### src/shared/pdc_pkg.sv
// Purpose: Constants for the port test and debug register bank
// Assumes: AXI4-Lite with 32-bit data and 12-bit byte addresses
// Notes:   Every register takes one aligned word; offsets are bytes
package pdc_pkg;

  localparam int          ADDR_W          = 12;
  localparam int          NUM_PORTS       = 3;

  // Register byte offsets
  localparam logic [11:0] OFF_OPMODE      = 12'h098;
  localparam logic [11:0] OFF_HOLD        = 12'h324;
  localparam logic [11:0] OFF_IND0        = 12'h328;
  localparam logic [11:0] OFF_IND1        = 12'h32C;
  localparam logic [11:0] OFF_LINK_STATE  = 12'h33C;
  localparam logic [11:0] OFF_LINK_LAYER  = 12'h340;
  localparam logic [11:0] OFF_TL          = 12'h344;
  localparam logic [11:0] OFF_DBG_CTRL    = 12'h348;
  localparam logic [11:0] OFF_DBG_DATA    = 12'h34C;

  // Writable or readable bits of each writable register
  localparam logic [31:0] MASK_HOLD       = 32'h0007_0707;
  localparam logic [31:0] MASK_IND0       = 32'h0000_01FF;
  localparam logic [31:0] MASK_IND1       = 32'hFFFF_FFFF;
  localparam logic [31:0] MASK_TL         = 32'h0000_00FF;
  localparam logic [31:0] MASK_DBG_CTRL   = 32'h0000_01FF;
  localparam logic [31:0] MASK_OPMODE     = 32'h00FF_0000;

  // Field positions
  localparam int          HOLD_DIS_LSB    = 0;
  localparam int          HOLD_QUIET_LSB  = 8;
  localparam int          HOLD_RATE_LSB   = 16;
  localparam int          IND0_W          = 9;
  localparam int          DBG_MODE_LSB    = 0;
  localparam int          DBG_MODE_W      = 5;
  localparam int          DBG_PORT_LSB    = 5;
  localparam int          DBG_PORT_W      = 3;
  localparam int          DBG_START_BIT   = 8;
  localparam int          LL_ADAPT_ACK    = 4;
  localparam int          LL_FIX_DIS_DET  = 5;
  localparam int          OPMODE_CLK_LSB  = 16;
  localparam int          LINK_STATE_W    = 8;
  localparam int          LINK_LAYER_W    = 16;
  localparam int          TL_W            = 8;

  // Reset values
  localparam logic [31:0] RST_HOLD        = 32'h0000_0000;
  localparam logic [31:0] RST_IND0        = 32'h0000_0000;
  localparam logic [31:0] RST_IND1        = 32'h0000_0000;
  localparam logic [7:0]  RST_LINK_STATE  = 8'h04;
  localparam logic [15:0] RST_LINK_LAYER  = 16'h0004;
  localparam logic [31:0] RST_TL          = 32'h0000_0003;
  localparam logic [31:0] RST_DBG_CTRL    = 32'h0000_0000;
  localparam logic [31:0] RST_DBG_DATA    = 32'h0000_0000;
  localparam logic [31:0] RST_OPMODE      = 32'h0000_0000;

  // Probe signal group holding the link training state machine
  localparam logic [4:0]  DBG_GRP_LTSSM   = 5'h00;

  // AXI responses
  localparam logic [1:0]  RESP_OKAY       = 2'h0;
  localparam logic [1:0]  RESP_SLVERR     = 2'h2;

  // Cycles the strap synchroniser needs before its output means anything
  localparam logic [1:0]  SYNC_FILL       = 2'h3;

endpackage : pdc_pkg

### src/verilog/pdc_csr_bank.sv
// Purpose: Port test, indicator, status and debug probe register bank
// Assumes: AXI4-Lite slave, 32-bit data, one outstanding read and write
// Notes:   Clock buffer enables are levels for the analog clock buffer
//
// Behaviour
// - Per-port disable bit 1 holds that port's training machine in quiet.
// - Per-port quiet bit 1 keeps training machine in quiet; resets zero.
// - Three test pattern rate bits, one per port, reset to zero.
// - Link state status is read-only, resets 04h, EEPROM load replaces it.
// - Link layer status read-only, resets 04h; bit4 ack policy, bit5 detect.
// - Five-bit mode select picks probe group; zero is link training group.
// - Three-bit port select picks monitored port in the group.
// - Writing start bit one begins capturing probe data.
// - Read-only 32-bit debug data returns captured probe content.
// - Debug control and data exist only on the upstream port.
// - Strap sampled low enables clock buffer and its three outputs.
// - Operation mode bits 18:16 disable individual clock outputs.
// - Strap sampled high disables buffer and all outputs.
//
// The AXI4-Lite register port was left to the implementer.
module pdc_csr_bank
#(
  parameter bit IS_UPSTREAM = 1'b1
)
(
  input  wire logic        clk,
  input  wire logic        rst_b,
  // AXI4-Lite slave
  input  wire logic [11:0] awaddr,
  input  wire logic        awvalid,
  output logic             awready,
  input  wire logic [31:0] wdata,
  input  wire logic [3:0]  wstrb,
  input  wire logic        wvalid,
  output logic             wready,
  output logic [1:0]       bresp,
  output logic             bvalid,
  input  wire logic        bready,
  input  wire logic [11:0] araddr,
  input  wire logic        arvalid,
  output logic             arready,
  output logic [31:0]      rdata,
  output logic [1:0]       rresp,
  output logic             rvalid,
  input  wire logic        rready,
  // Status auto-load from serial EEPROM
  input  wire logic        eeprom_load_valid,
  input  wire logic [7:0]  eeprom_link_state,
  input  wire logic [15:0] eeprom_link_layer,
  // Debug probe
  input  wire logic [31:0] debug_probe_in,
  output logic [4:0]       debug_probe_mode,
  output logic [2:0]       debug_probe_port,
  output logic             debug_probe_capture,
  // Port control to the link training machines
  output logic [2:0]       port_disable_hold,
  output logic [2:0]       port_quiet_hold,
  output logic [2:0]       port_pattern_rate,
  output logic [8:0]       indicator_field_0,
  output logic [31:0]      indicator_field_1,
  output logic [7:0]       transaction_layer_tuning,
  // Reference clock buffer
  input  wire logic        clock_buffer_powerdown_strap,
  output logic             clock_buffer_enable,
  output logic [2:0]       ref_clock_out_enable
);

  logic [11:0] waddr_q;
  logic [31:0] wdata_q;
  logic [3:0]  wstrb_q;
  logic        aw_got;
  logic        w_got;
  logic [11:0] raddr_q;
  logic        wr_en;
  logic        wr_ok;
  logic [31:0] rd_word;

  logic [31:0] hold_reg;
  logic [31:0] ind0_reg;
  logic [31:0] ind1_reg;
  logic [7:0]  link_state;
  logic [15:0] link_layer;
  logic [31:0] tl_reg;
  logic [31:0] dbg_ctrl;
  logic [31:0] dbg_data;
  logic [31:0] opmode_reg;

  logic        strap_level;
  logic        strap_valid;
  logic        strap_taken;
  logic        strap_high;

  function automatic logic addr_ok(input logic [11:0] a);
    case (a)
      pdc_pkg::OFF_OPMODE,
      pdc_pkg::OFF_HOLD,
      pdc_pkg::OFF_IND0,
      pdc_pkg::OFF_IND1,
      pdc_pkg::OFF_LINK_STATE,
      pdc_pkg::OFF_LINK_LAYER,
      pdc_pkg::OFF_TL:         addr_ok = 1'b1;
      pdc_pkg::OFF_DBG_CTRL,
      pdc_pkg::OFF_DBG_DATA:   addr_ok = IS_UPSTREAM;
      default:                 addr_ok = 1'b0;
    endcase
  endfunction : addr_ok

  // Byte-lane merge; reserved bits are forced to zero
  function automatic logic [31:0] merge(input logic [31:0] old,
                                        input logic [31:0] data,
                                        input logic [3:0]  strb,
                                        input logic [31:0] mask);
    logic [31:0] r;
    r = old;
    for (int i = 0; i < 4; i++)
      if (strb[i])
        r[8*i +: 8] = data[8*i +: 8];
    merge = r & mask;
  endfunction : merge

  assign wr_en = aw_got && w_got && !bvalid;
  assign wr_ok = wr_en && addr_ok(waddr_q);

  // Write address and data are taken in either order
  always_ff @(posedge clk or negedge rst_b)
  begin
    if (!rst_b)
    begin
      awready <= 1'b1;
      aw_got  <= 1'b0;
      waddr_q <= 12'h000;
    end
    else if (awvalid && awready)
    begin
      awready <= 1'b0;
      aw_got  <= 1'b1;
      waddr_q <= awaddr;
    end
    else if (bvalid && bready)
    begin
      awready <= 1'b1;
      aw_got  <= 1'b0;
    end
  end

  always_ff @(posedge clk or negedge rst_b)
  begin
    if (!rst_b)
    begin
      wready  <= 1'b1;
      w_got   <= 1'b0;
      wdata_q <= 32'h0000_0000;
      wstrb_q <= 4'h0;
    end
    else if (wvalid && wready)
    begin
      wready  <= 1'b0;
      w_got   <= 1'b1;
      wdata_q <= wdata;
      wstrb_q <= wstrb;
    end
    else if (bvalid && bready)
    begin
      wready <= 1'b1;
      w_got  <= 1'b0;
    end
  end

  always_ff @(posedge clk or negedge rst_b)
  begin
    if (!rst_b)
    begin
      bvalid <= 1'b0;
      bresp  <= pdc_pkg::RESP_OKAY;
    end
    else if (wr_en)
    begin
      bvalid <= 1'b1;
      bresp  <= addr_ok(waddr_q) ? pdc_pkg::RESP_OKAY
                                 : pdc_pkg::RESP_SLVERR;
    end
    else if (bvalid && bready)
      bvalid <= 1'b0;
  end

  // Read path answers one cycle after the address is taken
  always_comb
  begin
    case (araddr)
      pdc_pkg::OFF_OPMODE:     rd_word = opmode_reg;
      pdc_pkg::OFF_HOLD:       rd_word = hold_reg;
      pdc_pkg::OFF_IND0:       rd_word = ind0_reg;
      pdc_pkg::OFF_IND1:       rd_word = ind1_reg;
      pdc_pkg::OFF_LINK_STATE: rd_word = {24'h000000, link_state};
      pdc_pkg::OFF_LINK_LAYER: rd_word = {16'h0000, link_layer};
      pdc_pkg::OFF_TL:         rd_word = tl_reg;
      pdc_pkg::OFF_DBG_CTRL:   rd_word = dbg_ctrl;
      pdc_pkg::OFF_DBG_DATA:   rd_word = dbg_data;
      default:                 rd_word = 32'h0000_0000;
    endcase
  end

  always_ff @(posedge clk or negedge rst_b)
  begin
    if (!rst_b)
    begin
      arready <= 1'b1;
      rvalid  <= 1'b0;
      rdata   <= 32'h0000_0000;
      rresp   <= pdc_pkg::RESP_OKAY;
      raddr_q <= 12'h000;
    end
    else if (arvalid && arready)
    begin
      arready <= 1'b0;
      rvalid  <= 1'b1;
      raddr_q <= araddr;
      rdata   <= addr_ok(araddr) ? rd_word : 32'h0000_0000;
      rresp   <= addr_ok(araddr) ? pdc_pkg::RESP_OKAY
                                 : pdc_pkg::RESP_SLVERR;
    end
    else if (rvalid && rready)
    begin
      arready <= 1'b1;
      rvalid  <= 1'b0;
    end
  end

  // Port hold, quiet and pattern rate controls
  always_ff @(posedge clk or negedge rst_b)
  begin
    if (!rst_b)
      hold_reg <= pdc_pkg::RST_HOLD;
    else if (wr_ok && waddr_q == pdc_pkg::OFF_HOLD)
      hold_reg <= merge(hold_reg, wdata_q, wstrb_q,
                        pdc_pkg::MASK_HOLD);
  end

  assign port_disable_hold = hold_reg[pdc_pkg::HOLD_DIS_LSB +: 3];
  assign port_quiet_hold   = hold_reg[pdc_pkg::HOLD_QUIET_LSB +: 3];
  assign port_pattern_rate = hold_reg[pdc_pkg::HOLD_RATE_LSB +: 3];

  // Indicator and transaction layer tuning
  always_ff @(posedge clk or negedge rst_b)
  begin
    if (!rst_b)
    begin
      ind0_reg <= pdc_pkg::RST_IND0;
      ind1_reg <= pdc_pkg::RST_IND1;
      tl_reg   <= pdc_pkg::RST_TL;
    end
    else if (wr_ok)
    begin
      if (waddr_q == pdc_pkg::OFF_IND0)
        ind0_reg <= merge(ind0_reg, wdata_q, wstrb_q, pdc_pkg::MASK_IND0);
      if (waddr_q == pdc_pkg::OFF_IND1)
        ind1_reg <= merge(ind1_reg, wdata_q, wstrb_q, pdc_pkg::MASK_IND1);
      if (waddr_q == pdc_pkg::OFF_TL)
        tl_reg <= merge(tl_reg, wdata_q, wstrb_q, pdc_pkg::MASK_TL);
    end
  end

  assign indicator_field_0        = ind0_reg[pdc_pkg::IND0_W-1:0];
  assign indicator_field_1        = ind1_reg;
  assign transaction_layer_tuning = tl_reg[pdc_pkg::TL_W-1:0];

  // Read-only status; only the EEPROM auto-load may change it
  always_ff @(posedge clk or negedge rst_b)
  begin
    if (!rst_b)
    begin
      link_state <= pdc_pkg::RST_LINK_STATE;
      link_layer <= pdc_pkg::RST_LINK_LAYER;
    end
    else if (eeprom_load_valid)
    begin
      link_state <= eeprom_link_state;
      link_layer <= eeprom_link_layer;
    end
  end

  // Debug probe control and capture
  always_ff @(posedge clk or negedge rst_b)
  begin
    if (!rst_b)
      dbg_ctrl <= pdc_pkg::RST_DBG_CTRL;
    else if (wr_ok && waddr_q == pdc_pkg::OFF_DBG_CTRL)
      dbg_ctrl <= merge(dbg_ctrl, wdata_q, wstrb_q,
                        pdc_pkg::MASK_DBG_CTRL);
  end

  assign debug_probe_mode    = dbg_ctrl[pdc_pkg::DBG_MODE_LSB +: 5];
  assign debug_probe_port    = dbg_ctrl[pdc_pkg::DBG_PORT_LSB +: 3];
  assign debug_probe_capture = dbg_ctrl[pdc_pkg::DBG_START_BIT];

  // Capture runs every cycle while the start bit is set
  always_ff @(posedge clk or negedge rst_b)
  begin
    if (!rst_b)
      dbg_data <= pdc_pkg::RST_DBG_DATA;
    else if (dbg_ctrl[pdc_pkg::DBG_START_BIT])
      dbg_data <= debug_probe_in;
  end

  // Clock buffer output disables
  always_ff @(posedge clk or negedge rst_b)
  begin
    if (!rst_b)
      opmode_reg <= pdc_pkg::RST_OPMODE;
    else if (wr_ok && waddr_q == pdc_pkg::OFF_OPMODE)
      opmode_reg <= merge(opmode_reg, wdata_q, wstrb_q,
                          pdc_pkg::MASK_OPMODE);
  end

  pdc_strap_sync u_strap_sync
  (
    .clk   (clk),
    .rst_b (rst_b),
    .pin   (clock_buffer_powerdown_strap),
    .level (strap_level),
    .valid (strap_valid)
  );

  // Strap is caught once, at the first settled sample after reset
  always_ff @(posedge clk or negedge rst_b)
  begin
    if (!rst_b)
    begin
      strap_taken <= 1'b0;
      strap_high  <= 1'b1;
    end
    else if (strap_valid && !strap_taken)
    begin
      strap_taken <= 1'b1;
      strap_high  <= strap_level;
    end
  end

  always_ff @(posedge clk or negedge rst_b)
  begin
    if (!rst_b)
    begin
      clock_buffer_enable  <= 1'b0;
      ref_clock_out_enable <= 3'h0;
    end
    else
    begin
      clock_buffer_enable  <= strap_taken && !strap_high;
      ref_clock_out_enable <= {3{strap_taken && !strap_high}}
                            & ~opmode_reg[pdc_pkg::OPMODE_CLK_LSB +: 3];
    end
  end
endmodule : pdc_csr_bank

### src/verilog/pdc_strap_sync.sv
// Purpose: Three-stage synchroniser with agreement filter for a strap pin
// Assumes: Strap is quasi-static; one clock domain
// Notes:   level changes only once stages two and three agree
module pdc_strap_sync
(
  input  wire logic clk,
  input  wire logic rst_b,
  input  wire logic pin,
  output logic      level,
  output logic      valid
);

  logic       s1;
  logic       s2;
  logic       s3;
  logic [1:0] fill;

  always_ff @(posedge clk or negedge rst_b)
  begin
    if (!rst_b)
    begin
      s1 <= 1'b0;
      s2 <= 1'b0;
      s3 <= 1'b0;
    end
    else
    begin
      s1 <= pin;
      s2 <= s1;
      s3 <= s2;
    end
  end

  always_ff @(posedge clk or negedge rst_b)
  begin
    if (!rst_b)
      fill <= 2'h0;
    else if (fill != pdc_pkg::SYNC_FILL)
      fill <= fill + 2'h1;
  end

  always_ff @(posedge clk or negedge rst_b)
  begin
    if (!rst_b)
    begin
      level <= 1'b0;
      valid <= 1'b0;
    end
    else if (fill == pdc_pkg::SYNC_FILL && s2 == s3)
    begin
      level <= s3;
      valid <= 1'b1;
    end
  end

endmodule : pdc_strap_sync
### config.mk
export PLATFORM = sky130hd
export DESIGN_NAME = pdc_csr_bank
export DESIGN_NICKNAME = d
export VERILOG_FILES = /design/src/shared/pdc_pkg.sv /design/src/verilog/pdc_csr_bank.sv /design/src/verilog/pdc_strap_sync.sv
export SDC_FILE = /design/constraint.sdc
export NUM_CORES = 1
export LEC_CHECK = 0
export ABC_CLOCK_PERIOD_IN_PS = 2300
export BUFFER_PORTS_ARGS = -buffer_cell sky130_fd_sc_hd__buf_2
export CAP_MARGIN = 20
export CORE_MARGIN = 1
export CORE_UTILIZATION = 35
export DETAILED_ROUTE_END_ITERATION = 10
export PLACE_DENSITY_LB_ADDON = 0.1
export SLEW_MARGIN = 40
export SYNTH_ARGS = -nofsm -noshare
export SYNTH_HDL_FRONTEND = slang
export SYNTH_SLANG_ARGS = --single-unit
### constraint.sdc
create_clock -name clk -period 2.3 [get_ports clk]
set_clock_uncertainty 0.1 [all_clocks]
set_input_delay 0.46 -clock clk [delete_from_list [all_inputs] [get_ports clk]]
set_output_delay 0.46 -clock clk [all_outputs]
set_load 0.03 [all_outputs]
==> reports/qor.yml, run 1 <==
route:
  wire_per_inst_um: 19.8
  final_antenna_net_count: 0
  via_count: 6931
  drcViolationCount: 0
  dr.pass1.iters: 7
  drt-vias-per-instance: 4.94
  drt_iter0_markers: 429
  routed_wl_um: 27800
synthesis:
  synth_warnings: 0
  synth-seq-area-share_pct: 58.9
  yosysUniqueCellTypes: 60
  synth_top_family_by_area: "multiplexers"
  synth_edf_count: 0
  netlist_area_mm2: 0.00991
  synthAdderAreaFrac_pct: 0.227
  synthXorXnorAreaFrac_pct: 0.177
  ys_dominant_reg_cell: "dfrtp_1"
  yosysTopAreaCell: "dfrtp_1"
  synth_compound_area_share_pct: 6.68
  ys_ff_latch: 233
  syn_avg_cell_area_um2: 13.7
  synthTopCellsByArea: "dfrtp_1 (57%), mux2_2 (22%), nand2_1 (2.2%)"
  yosys.area.top_type_share_pct: 56.8
  synth-simple-area-share_pct: 8.66
  async_flop_share_pct: 100
  muxShareOfSynthArea_pct: 23.2
  syn_inst: 725
layout:
  area_growth_pct: 28.7
  fin_area_mm2: 0.0128
  nNetsFinal: 1130
  drive_gt1_share_pct: 52.4
timing:
  worstMarginPinSlew_ns: 0.593
  finalSetupViolations: 0
  rsz0062_at_grt: "true"
  fin_setup_tns_ns: 0
  hold_viol: 0
  fin_crit_sh_pct: 96.6
  period_minus_slack_ns: 2.22
  setup_slack_ns: 0.0780
  max_slew_margin_pct: 60.4
  fmax_ghz: 0.450
  slew_violations: 0
floorplan:
  io_pins: 237
  die_w_um: 170
  die_area_mm2: 0.0290
  initial_utilization_pct: 35.6
  die_h_um: 170
  num_rows: 61
  core_area_mm2: 0.0279
power:
  peakVddDrop_mv: 0.509
  power_density_mw_per_mm2: 846
  leakagePower_nw: 6.32
  power_mw: 10.8
place:
  hpwl_um: 19900
  dp_slack_ns: -0.110
  post_dp_cell_area_mm2: 0.0119
  io_buffer_count: 234
  gp_congestion: 0.821
worst_setup_path:
  setup.worst_path.start_class: "flop"
  r2r-end: "indicator_field_1[24]"
  ff2ff_setup_slack_ns: 0.08
  path_class: "flop to flop"
  crit_required_ns: 2.61
  rr_worst_depth: 6
  cp-end-kind: "flop"
  rr_startpoint: "waddr_q[7]"
  arrival_ns: 2.53
  critical_path.max_fanout: 8
clock_network:
  clockRootBuffer: "clkbuf_16"
  clock_path_buffers: 3
  numCtsBuffers: 26
  cts_setup_buffers: 0
  clkLatencyLatePin_ns: 0.52
  clk_pin_slew_ns: 0.06
  cts_tree: "yes"
  clock-sinks: 233
  htree_num_levels: 1
status:
  status: "finished clean"
grt:
  grt-ovfl-total: 0
  grt_max_degree: 63
  grtUsageTotal_pct: 19.4
  grt_pass1_wl_um: 42500
  antenna_found_initial: 2
  grt_pass1_vias: 7167
worst_hold_path:
  hold_path.class: "primary input to flop"
  hold_end: "rvalid"
  holdCritStartpoint: "rready"
  min_path_cells: 2
run:
  cap_violations: 0
## logic make-up (layout without fill, tap and decap cells)
logic type / Yosys count / after routing
compound gates: 92 / 92
xor+xnor: 2 / 2
fa+ha+maj: 2 / 2
buf+inv: 43 / 341
flops: 233 / 233
mux: 205 / 205
other cells: 1 / 4
simple gates: 147 / 147
## critical path, cell delays in order, from the launching register on
cell and delay, ns:
dfrtp_1 0.41, nor4b_4 0.35, nand3_2 0.12, or3_1 0.37, buf_12 0.18, nor2_8 0.21
mux2_2 0.36
## stage by stage
step | cells | util, % | hold slack (ns)
floorplan | 726 | - | 0.0644
global placement | 1349 | 42.6 | 0.235
detailed placement | 1349 | 42.6 | 0.239
CTS | 1402 | 45.8 | 0.0176
global route | 1402 | 45.8 | 0.0386
finish | 1404 | 45.8 | 0.0465
## placed cells by master, fill, tap and decap left out, drive strengths merged, types with 4 or more instances in the layout
master,instances
dfstp,8
and3,13
nand2b,4
nor2,16
clkbuf,44
a22oi,14
mux2,195
nand3,14
a2111oi,4
o21ai,33
nand2,58
a222oi,12
inv,7
nor3,10
buf,280
nor2b,4
or2,4
clkinv,4
nor4,7
a32o,6
mux2i,10
dlygate4sd3,5
dfrtp,225
## report_power, final
part	switching [mW]	total, mW	leakage (nW)	internal [mW]
Combinational	0.736	1.54	2.89	0.799
Sequential	0.486	5.20	3.02	4.72
Clock	1.62	4.05	0.409	2.43
Total	2.85	10.8	6.32	7.95
## how the worst max path moves through the flow
stage	from	end	slack, ns	depth (start not counted)
final	waddr_q[7]	indicator_field_1[24]	0.08	6
after global placement	araddr[5]	rdata[17]	-0.21	6
after floorplan	waddr_q[7]	indicator_field_1[24]	0.24	6
after global routing	waddr_q[7]	hold_reg[9]	-0.02	6
after CTS	waddr_q[7]	indicator_field_1[24]	0.07	6
after detailed placement	araddr[4]	rdata[11]	-0.11	8
## metal layers
layer  GRT usage [%]  part of all wire, %  vias up
met5               0                    0        -
met4            5.37                  2.3        0
met3            3.88                  5.6       37
met2            31.5                   47      189
met1            26.3                   45     3492
li1                -                    -     3213
## Yosys cell counts (3+ instances only)
| cell type | n |
|---|---|
| dfrtp_1 | 225 |
| mux2_2 | 193 |
| nand2_1 | 58 |
| o21ai_0 | 17 |
| clkbuf_1 | 16 |
| o21ai_1 | 16 |
| a22oi_1 | 14 |
| and3_1 | 13 |
| a222oi_1 | 12 |
| nand3_1 | 12 |
| buf_2 | 11 |
| nor2_1 | 11 |
| mux2i_1 | 10 |
| dfstp_2 | 8 |
| inv_1 | 7 |
| nor3_1 | 7 |
| a32o_1 | 6 |
| nor4_1 | 6 |
| a2111oi_0 | 4 |
| buf_4 | 4 |
| nand2b_1 | 4 |
| nor2_8 | 4 |
| nor2b_1 | 4 |
| a21boi_0 | 3 |
| a21oi_1 | 3 |
| a221oi_1 | 3 |
| a22o_1 | 3 |
| and2_1 | 3 |
| buf_6 | 3 |
| nand4_1 | 3 |
| nor3_2 | 3 |
| or2_2 | 3 |
## cell type report
class                           count  area [µm²]
Clock inverter                      4        45.0
Sequential cell                   233        5840
Inverter                            8        30.0
Multi-Input combinational cell    450        3870
Timing Repair Buffer              285        1700
Fill cell                        2665       15100
Antenna cell                        2        5.00
Tap cell                          378         473
Clock buffer                       44         790
## what timing repair did
item	4_1_cts	5_1_grt
setup endpoints to repair	0	4
hold buffers	5	0
gates resized for setup	0	0
endpoints found under the hold margin	40	0
No activity file was read; power rests on OpenSTA's default activity.
==> inputs of run 2 (changes only) <==
- HOLD_SLACK_MARGIN: default -> 0.15
==> reports/qor.yml, run 2 (synthesized netlist as in run 1, its figures left out) <==
status:
  status: "finished clean"
timing:
  finalSetupViolations: 0  # unchanged
  max_slew_margin_pct: 60.8  # +0.36 points
  fin_crit_sh_pct: 96.7  # +0.14 points
  slew_violations: 0  # unchanged
  period_minus_slack_ns: 2.23  # +0.00319 ns
  rsz0062_at_grt: "true"
  worstMarginPinSlew_ns: 0.588  # -0.00536 ns
  fmax_ghz: 0.449  # -0.14%
  hold_viol: 0  # unchanged
worst_hold_path:
  hold_end: "u_strap_sync.s2"
  hold_path.class: "flop to flop"
  holdCritStartpoint: "u_strap_sync.s1"
  min_path_cells: 0  # -2
floorplan:
  core_area_mm2: 0.0279  # unchanged
  die_h_um: 170  # unchanged
  die_w_um: 170  # unchanged
  die_area_mm2: 0.0290  # unchanged
  io_pins: 237  # unchanged
  initial_utilization_pct: 35.6  # unchanged
  num_rows: 61  # unchanged
route:
  final_antenna_net_count: 0  # unchanged
  drcViolationCount: 0  # unchanged
  via_count: 7336  # +5.8%
  drt_iter0_markers: 392  # -8.6%
  wire_per_inst_um: 18.9  # -4.5%
  drt-vias-per-instance: 4.86  # -1.7%
  dr.pass1.iters: 5  # -2
  routed_wl_um: 28500  # +2.8%
layout:
  diodes: 0  # -2
  final_util_pct: 49.7  # +3.9 points
  nFillCells: 2581  # -3.2%
  final_cell_count_no_fill: 1511  # +7.6%
  area_growth_pct: 39.7
  mostFrequentLayoutCell: "buf_2"
  drive_gt1_share_pct: 47.4  # -5.0 points
  nNetsFinal: 1239  # +9.6%
  mostFrequentLayoutCells: "buf_2 (233), dfrtp_1 (224), mux2_2 (193)"
worst_setup_path:
  cp-end-kind: "flop"
  crit_start: "waddr_q[7]"
  arrival_ns: 2.53  # about the same
  critical_path.max_fanout: 8  # unchanged
  rr_worst_depth: 6  # unchanged
  path_class: "flop to flop"
  ff2ff_setup_slack_ns: 0.07  # about the same
  rr_startpoint: "waddr_q[7]"
  slowest_stage: "dfrtp_1"
  crit_required_ns: 2.61  # about the same
  r2r-end: "indicator_field_1[24]"
  setup.worst_path.start_class: "flop"
  crit_chain: "nor4b_4 -> nand3_2 -> or3_1 -> buf_12 -> nor2_8 -> mux2_2"
  crit_family: "simple AND/OR/NAND/NOR gates"
  path_depth: 6  # unchanged
  path_buf_inv: 1  # unchanged
  cpPeakStageDelay_ns: 0.41  # about the same
clock_network:
  cts_tree: "yes"
  clkLatencyLatePin_ns: 0.52  # about the same
  numCtsBuffers: 26  # unchanged
  clock_path_buffers: 3  # unchanged
  clk_pin_slew_ns: 0.06  # about the same
  clock-sinks: 233  # unchanged
  cts_resized: 0  # unchanged
  cts_setup_buffers: 0  # unchanged
  htree_num_levels: 1  # unchanged
  clockRootBuffer: "clkbuf_16"
grt:
  grt_pass1_wl_um: 43800  # +3.0%
  grt-ovfl-total: 0  # unchanged
  grt_max_degree: 63  # unchanged
  antenna_found_initial: 0  # -2
  grt_pass1_vias: 7620  # +6.3%
  grtUsageTotal_pct: 19.8  # +0.43 points
place:
  gp_congestion: 0.821  # unchanged
  io_buffer_count: 234  # unchanged
  hpwl_um: 19900  # unchanged
  place_inst: 1349  # unchanged
power:
  power_density_mw_per_mm2: 792  # -6.4%
  power_mw: 11.0  # +1.6%
  leakagePower_nw: 6.78  # +7.3%
  peakVddDrop_mv: 0.499  # -2.0%
run:
  cap_violations: 0  # unchanged
run 2: cell types whose count changed in the layout (fill, tap and decap cells not counted):
cell / before / now
dlygate4sd3_1: 5 / 114
diode_2: 2 / 0
run 2: through the flow:
stage	hold WS (ns)	setup TNS, ns	setup slack (ns)	cell area, µm²
final	0.248	0	0.0748	13800
after global routing	0.254	-0.0490	-0.0243	13800
after CTS	0.252	0	0.0684	13800
after detailed placement	0.239	-0.582	-0.110	11900
after global placement	0.235	-2.09	-0.208	11900
after floorplan	0.0644	0	0.242	9920
run 2: timing repair:
action / CTS / global route
endpoints found under the setup margin: 0 / 4
endpoints found under the hold margin: 332 / 0
hold buffers: 114 / 0
run 2: routing by layer:
layer  global-route usage, %  wire [µm]
met3                    3.30       1300
met5                       0          0
met2                    32.8      13500
met4                    5.37        664
met1                    26.9      13100
run 2: area by class of cell:
cell class	count	area (µm²)	share of cell area, %
Clock buffer	44	790	5.70
Clock inverter	4	45.0	0.325
Inverter	8	30.0	0.217
Multi-Input combinational cell	450	3870	28.0
Sequential cell	233	5840	42.2
Tap cell	378	473	3.42
Timing Repair Buffer	394	2790	20.2
run 2: worst max-delay path by stage:
stage | endpoint | slack [ns]
6_report | indicator_field_1[24] | 0.07
5_1_grt | hold_reg[9] | -0.02
4_1_cts | indicator_field_1[24] | 0.07
3_5_place_dp | rdata[11] | -0.11
3_3_place_gp | rdata[17] | -0.21
2_1_floorplan | indicator_field_1[24] | 0.24
run 2: report_power, final:
part           leakage, nW  total [mW]  switching, mW  internal (mW)
registers             3.02        5.21          0.488           4.72
clock network        0.409        4.05           1.62           2.43
logic                 3.35        1.70          0.770          0.935
total                 6.78        11.0           2.88           8.08
==> inputs of run 3 (changes only) <==
- CELL_PAD_IN_SITES_DETAIL_PLACEMENT: default -> 1
- CELL_PAD_IN_SITES_GLOBAL_PLACEMENT: default -> 2
==> reports/qor.yml, run 3 (synthesized netlist as in run 1, its figures left out) <==
grt:
  grt-ovfl-total: 0  # unchanged
  grt_pass1_vias: 8031  # +5.4%
  grtUsageTotal_pct: 21.1  # +1.2 points
  grt_max_degree: 70  # +11%
  grt_pass1_wl_um: 46700  # +6.6%
  antenna_found_initial: 0  # unchanged
route:
  wire_per_inst_um: 19.7  # +4.3%
  final_antenna_net_count: 0  # unchanged
  dr.pass1.iters: 5  # unchanged
  drt-vias-per-instance: 4.89  # +0.71%
  via_count: 7383  # +0.64%
  drt_iter0_markers: 330  # -16%
  drcViolationCount: 0  # unchanged
  routed_wl_um: 29700  # +4.3%
layout:
  final_cell_count_no_fill: 1510  # -0.066%
  mostFrequentLayoutCell: "buf_2"
  mostFrequentLayoutCells: "buf_2 (233), dfrtp_1 (224), mux2_2 (193)"
  nFillCells: 2917  # +13%
  diodes: 0  # unchanged
  drive_gt1_share_pct: 48.1  # +0.66 points
  nNetsFinal: 1238  # -0.081%
  area_growth_pct: 40.2
  fin_area_mm2: 0.0139  # +0.42%
clock_network:
  clock_path_buffers: 3  # unchanged
  clock-sinks: 233  # unchanged
  cts_tree: "yes"
  numCtsBuffers: 27  # +3.8%
  htree_num_levels: 1  # unchanged
  clk_pin_slew_ns: 0.06  # about the same
  clkLatencyLatePin_ns: 0.52  # about the same
  clockRootBuffer: "clkbuf_16"
floorplan:
  die_h_um: 170  # unchanged
  die_w_um: 170  # unchanged
  initial_utilization_pct: 35.6  # unchanged
  core_area_mm2: 0.0279  # unchanged
  num_rows: 61  # unchanged
  die_area_mm2: 0.0290  # unchanged
  io_pins: 237  # unchanged
worst_setup_path:
  cp-end-kind: "flop"
  crit_chain: "nor4b_4 -> nand3_2 -> or3_1 -> buf_12 -> nor2_8 -> mux2_2"
  crit_family: "simple AND/OR/NAND/NOR gates"
  cpPeakStageDelay_ns: 0.42  # about the same
  critical_path.max_fanout: 8  # unchanged
  path_buf_inv: 1  # unchanged
  setup.worst_path.start_class: "flop"
  path_class: "flop to flop"
  crit_required_ns: 2.60  # about the same
  arrival_ns: 2.50  # -0.03 ns
  slowest_stage: "dfrtp_1"
timing:
  worstMarginPinSlew_ns: 0.496  # -0.0915 ns
  period_minus_slack_ns: 2.20  # -0.0228 ns
  fmax_ghz: 0.454  # +1.0%
  hold_viol: 0  # unchanged
  slew_violations: 0  # unchanged
  fin_crit_sh_pct: 95.8  # -0.99 points
  max_slew_margin_pct: 66.1  # +5.3 points
  finalSetupViolations: 0  # unchanged
worst_hold_path:
  hold_path.class: "flop to flop"
place:
  post_dp_cell_area_mm2: 0.0119  # +0.20%
  place_inst: 1348  # -0.074%
  hpwl_um: 21000  # +5.8%
  gp_congestion: 0.779  # -5.1%
  io_buffer_count: 234  # unchanged
status:
  status: "finished clean"
run:
  cap_violations: 0  # unchanged
power:
  leakagePower_nw: 6.80  # +0.28%
  peakVddDrop_mv: 0.519  # +4.0%
  power_density_mw_per_mm2: 795  # +0.44%
==> run 3: changes by cell type in the layout (fill, tap and decap cells not counted), sizes merged <==
cell	previous run	this run
bufinv	1	0
dlygate4sd3	114	112
clkinvlp	0	2
==> run 3: worst reg2reg max path: stages, from the launching register on <==
cell and delay [ns]:
dfrtp_1 0.42, nor4b_4 0.33, nand3_2 0.12, or3_1 0.37, buf_12 0.18, nor2_8 0.19
mux2_2 0.38
==> run 3: timing repair <==
| action | in CTS | in global routing |
|---|---|---|
| setup buffers | 0 | 1 |
| hold buffers | 112 | 0 |
| hold endpoints to repair | 336 | 0 |
| setup endpoints to repair | 0 | 32 |
| resized for setup | 0 | 1 |
==> run 3: worst paths after layout <==
| kind | from | to | slack, ns | cells after the start |
|---|---|---|---|---|
| worst max-delay path | waddr_q[10] | indicator_field_1[1] | 0.1 | 6 |
| worst min-delay path | u_strap_sync.s1 | u_strap_sync.s2 | 0.25 | 0 |
| worst max register to register | waddr_q[10] | indicator_field_1[1] | 0.1 | 6 |
| worst min register to register | u_strap_sync.s1 | u_strap_sync.s2 | 0.25 | 0 |
| max in group asynchronous | rst_b | indicator_field_1[31] | 1.12 | 3 |
| min in group asynchronous | rst_b | link_layer[5] | 0.29 | 2 |
==> run 3: cell type report <==
class,count,area (µm²),area share [%]
multi-input cells,450,3880,27.9
inverters,8,30.0,0.216
repair buffers,392,2810,20.2
clock buffers,44,840,6.04
flip-flops and latches,233,5840,42.0
clock inverters,5,30.0,0.216
well taps,378,473,3.40
==> run 3: report_power, final <==
| group | total (mW) | switching (mW) | internal (mW) |
|---|---|---|---|
| Combinational | 1.70 | 0.771 | 0.927 |
| Sequential | 5.21 | 0.495 | 4.72 |
| Clock | 4.14 | 1.67 | 2.47 |
| Total | 11.1 | 2.93 | 8.12 |
==> run 3: layer usage <==
| layer | GRT usage (%) | wire length, µm | vias to the layer above |
|---|---|---|---|
| met5 | 0 | 0 | - |
| met4 | 4.82 | 623 | 0 |
| met3 | 3.37 | 1250 | 38 |
| met2 | 35.0 | 14400 | 184 |
| met1 | 28.7 | 13500 | 3732 |
| li1 | - | - | 3429 |
==> run 3: stage by stage <==
| step | setup TNS, ns | util (%) | power [mW] | setup slack, ns | hold WS (ns) |
|---|---|---|---|---|---|
| 6_report | 0 | 49.9 | 11.1 | 0.0976 | 0.250 |
| 5_1_grt | -0.0750 | 49.9 | 11.6 | -0.0155 | 0.276 |
| 2_1_floorplan | 0 | - | 6.16 | 0.242 | 0.0644 |
| 3_5_place_dp | -0.555 | 42.7 | 6.84 | -0.110 | 0.243 |
| 3_3_place_gp | 0 | 42.7 | 6.79 | 0.0000202 | 0.236 |
| 4_1_cts | 0 | 49.8 | 11.2 | 0.0355 | 0.256 |
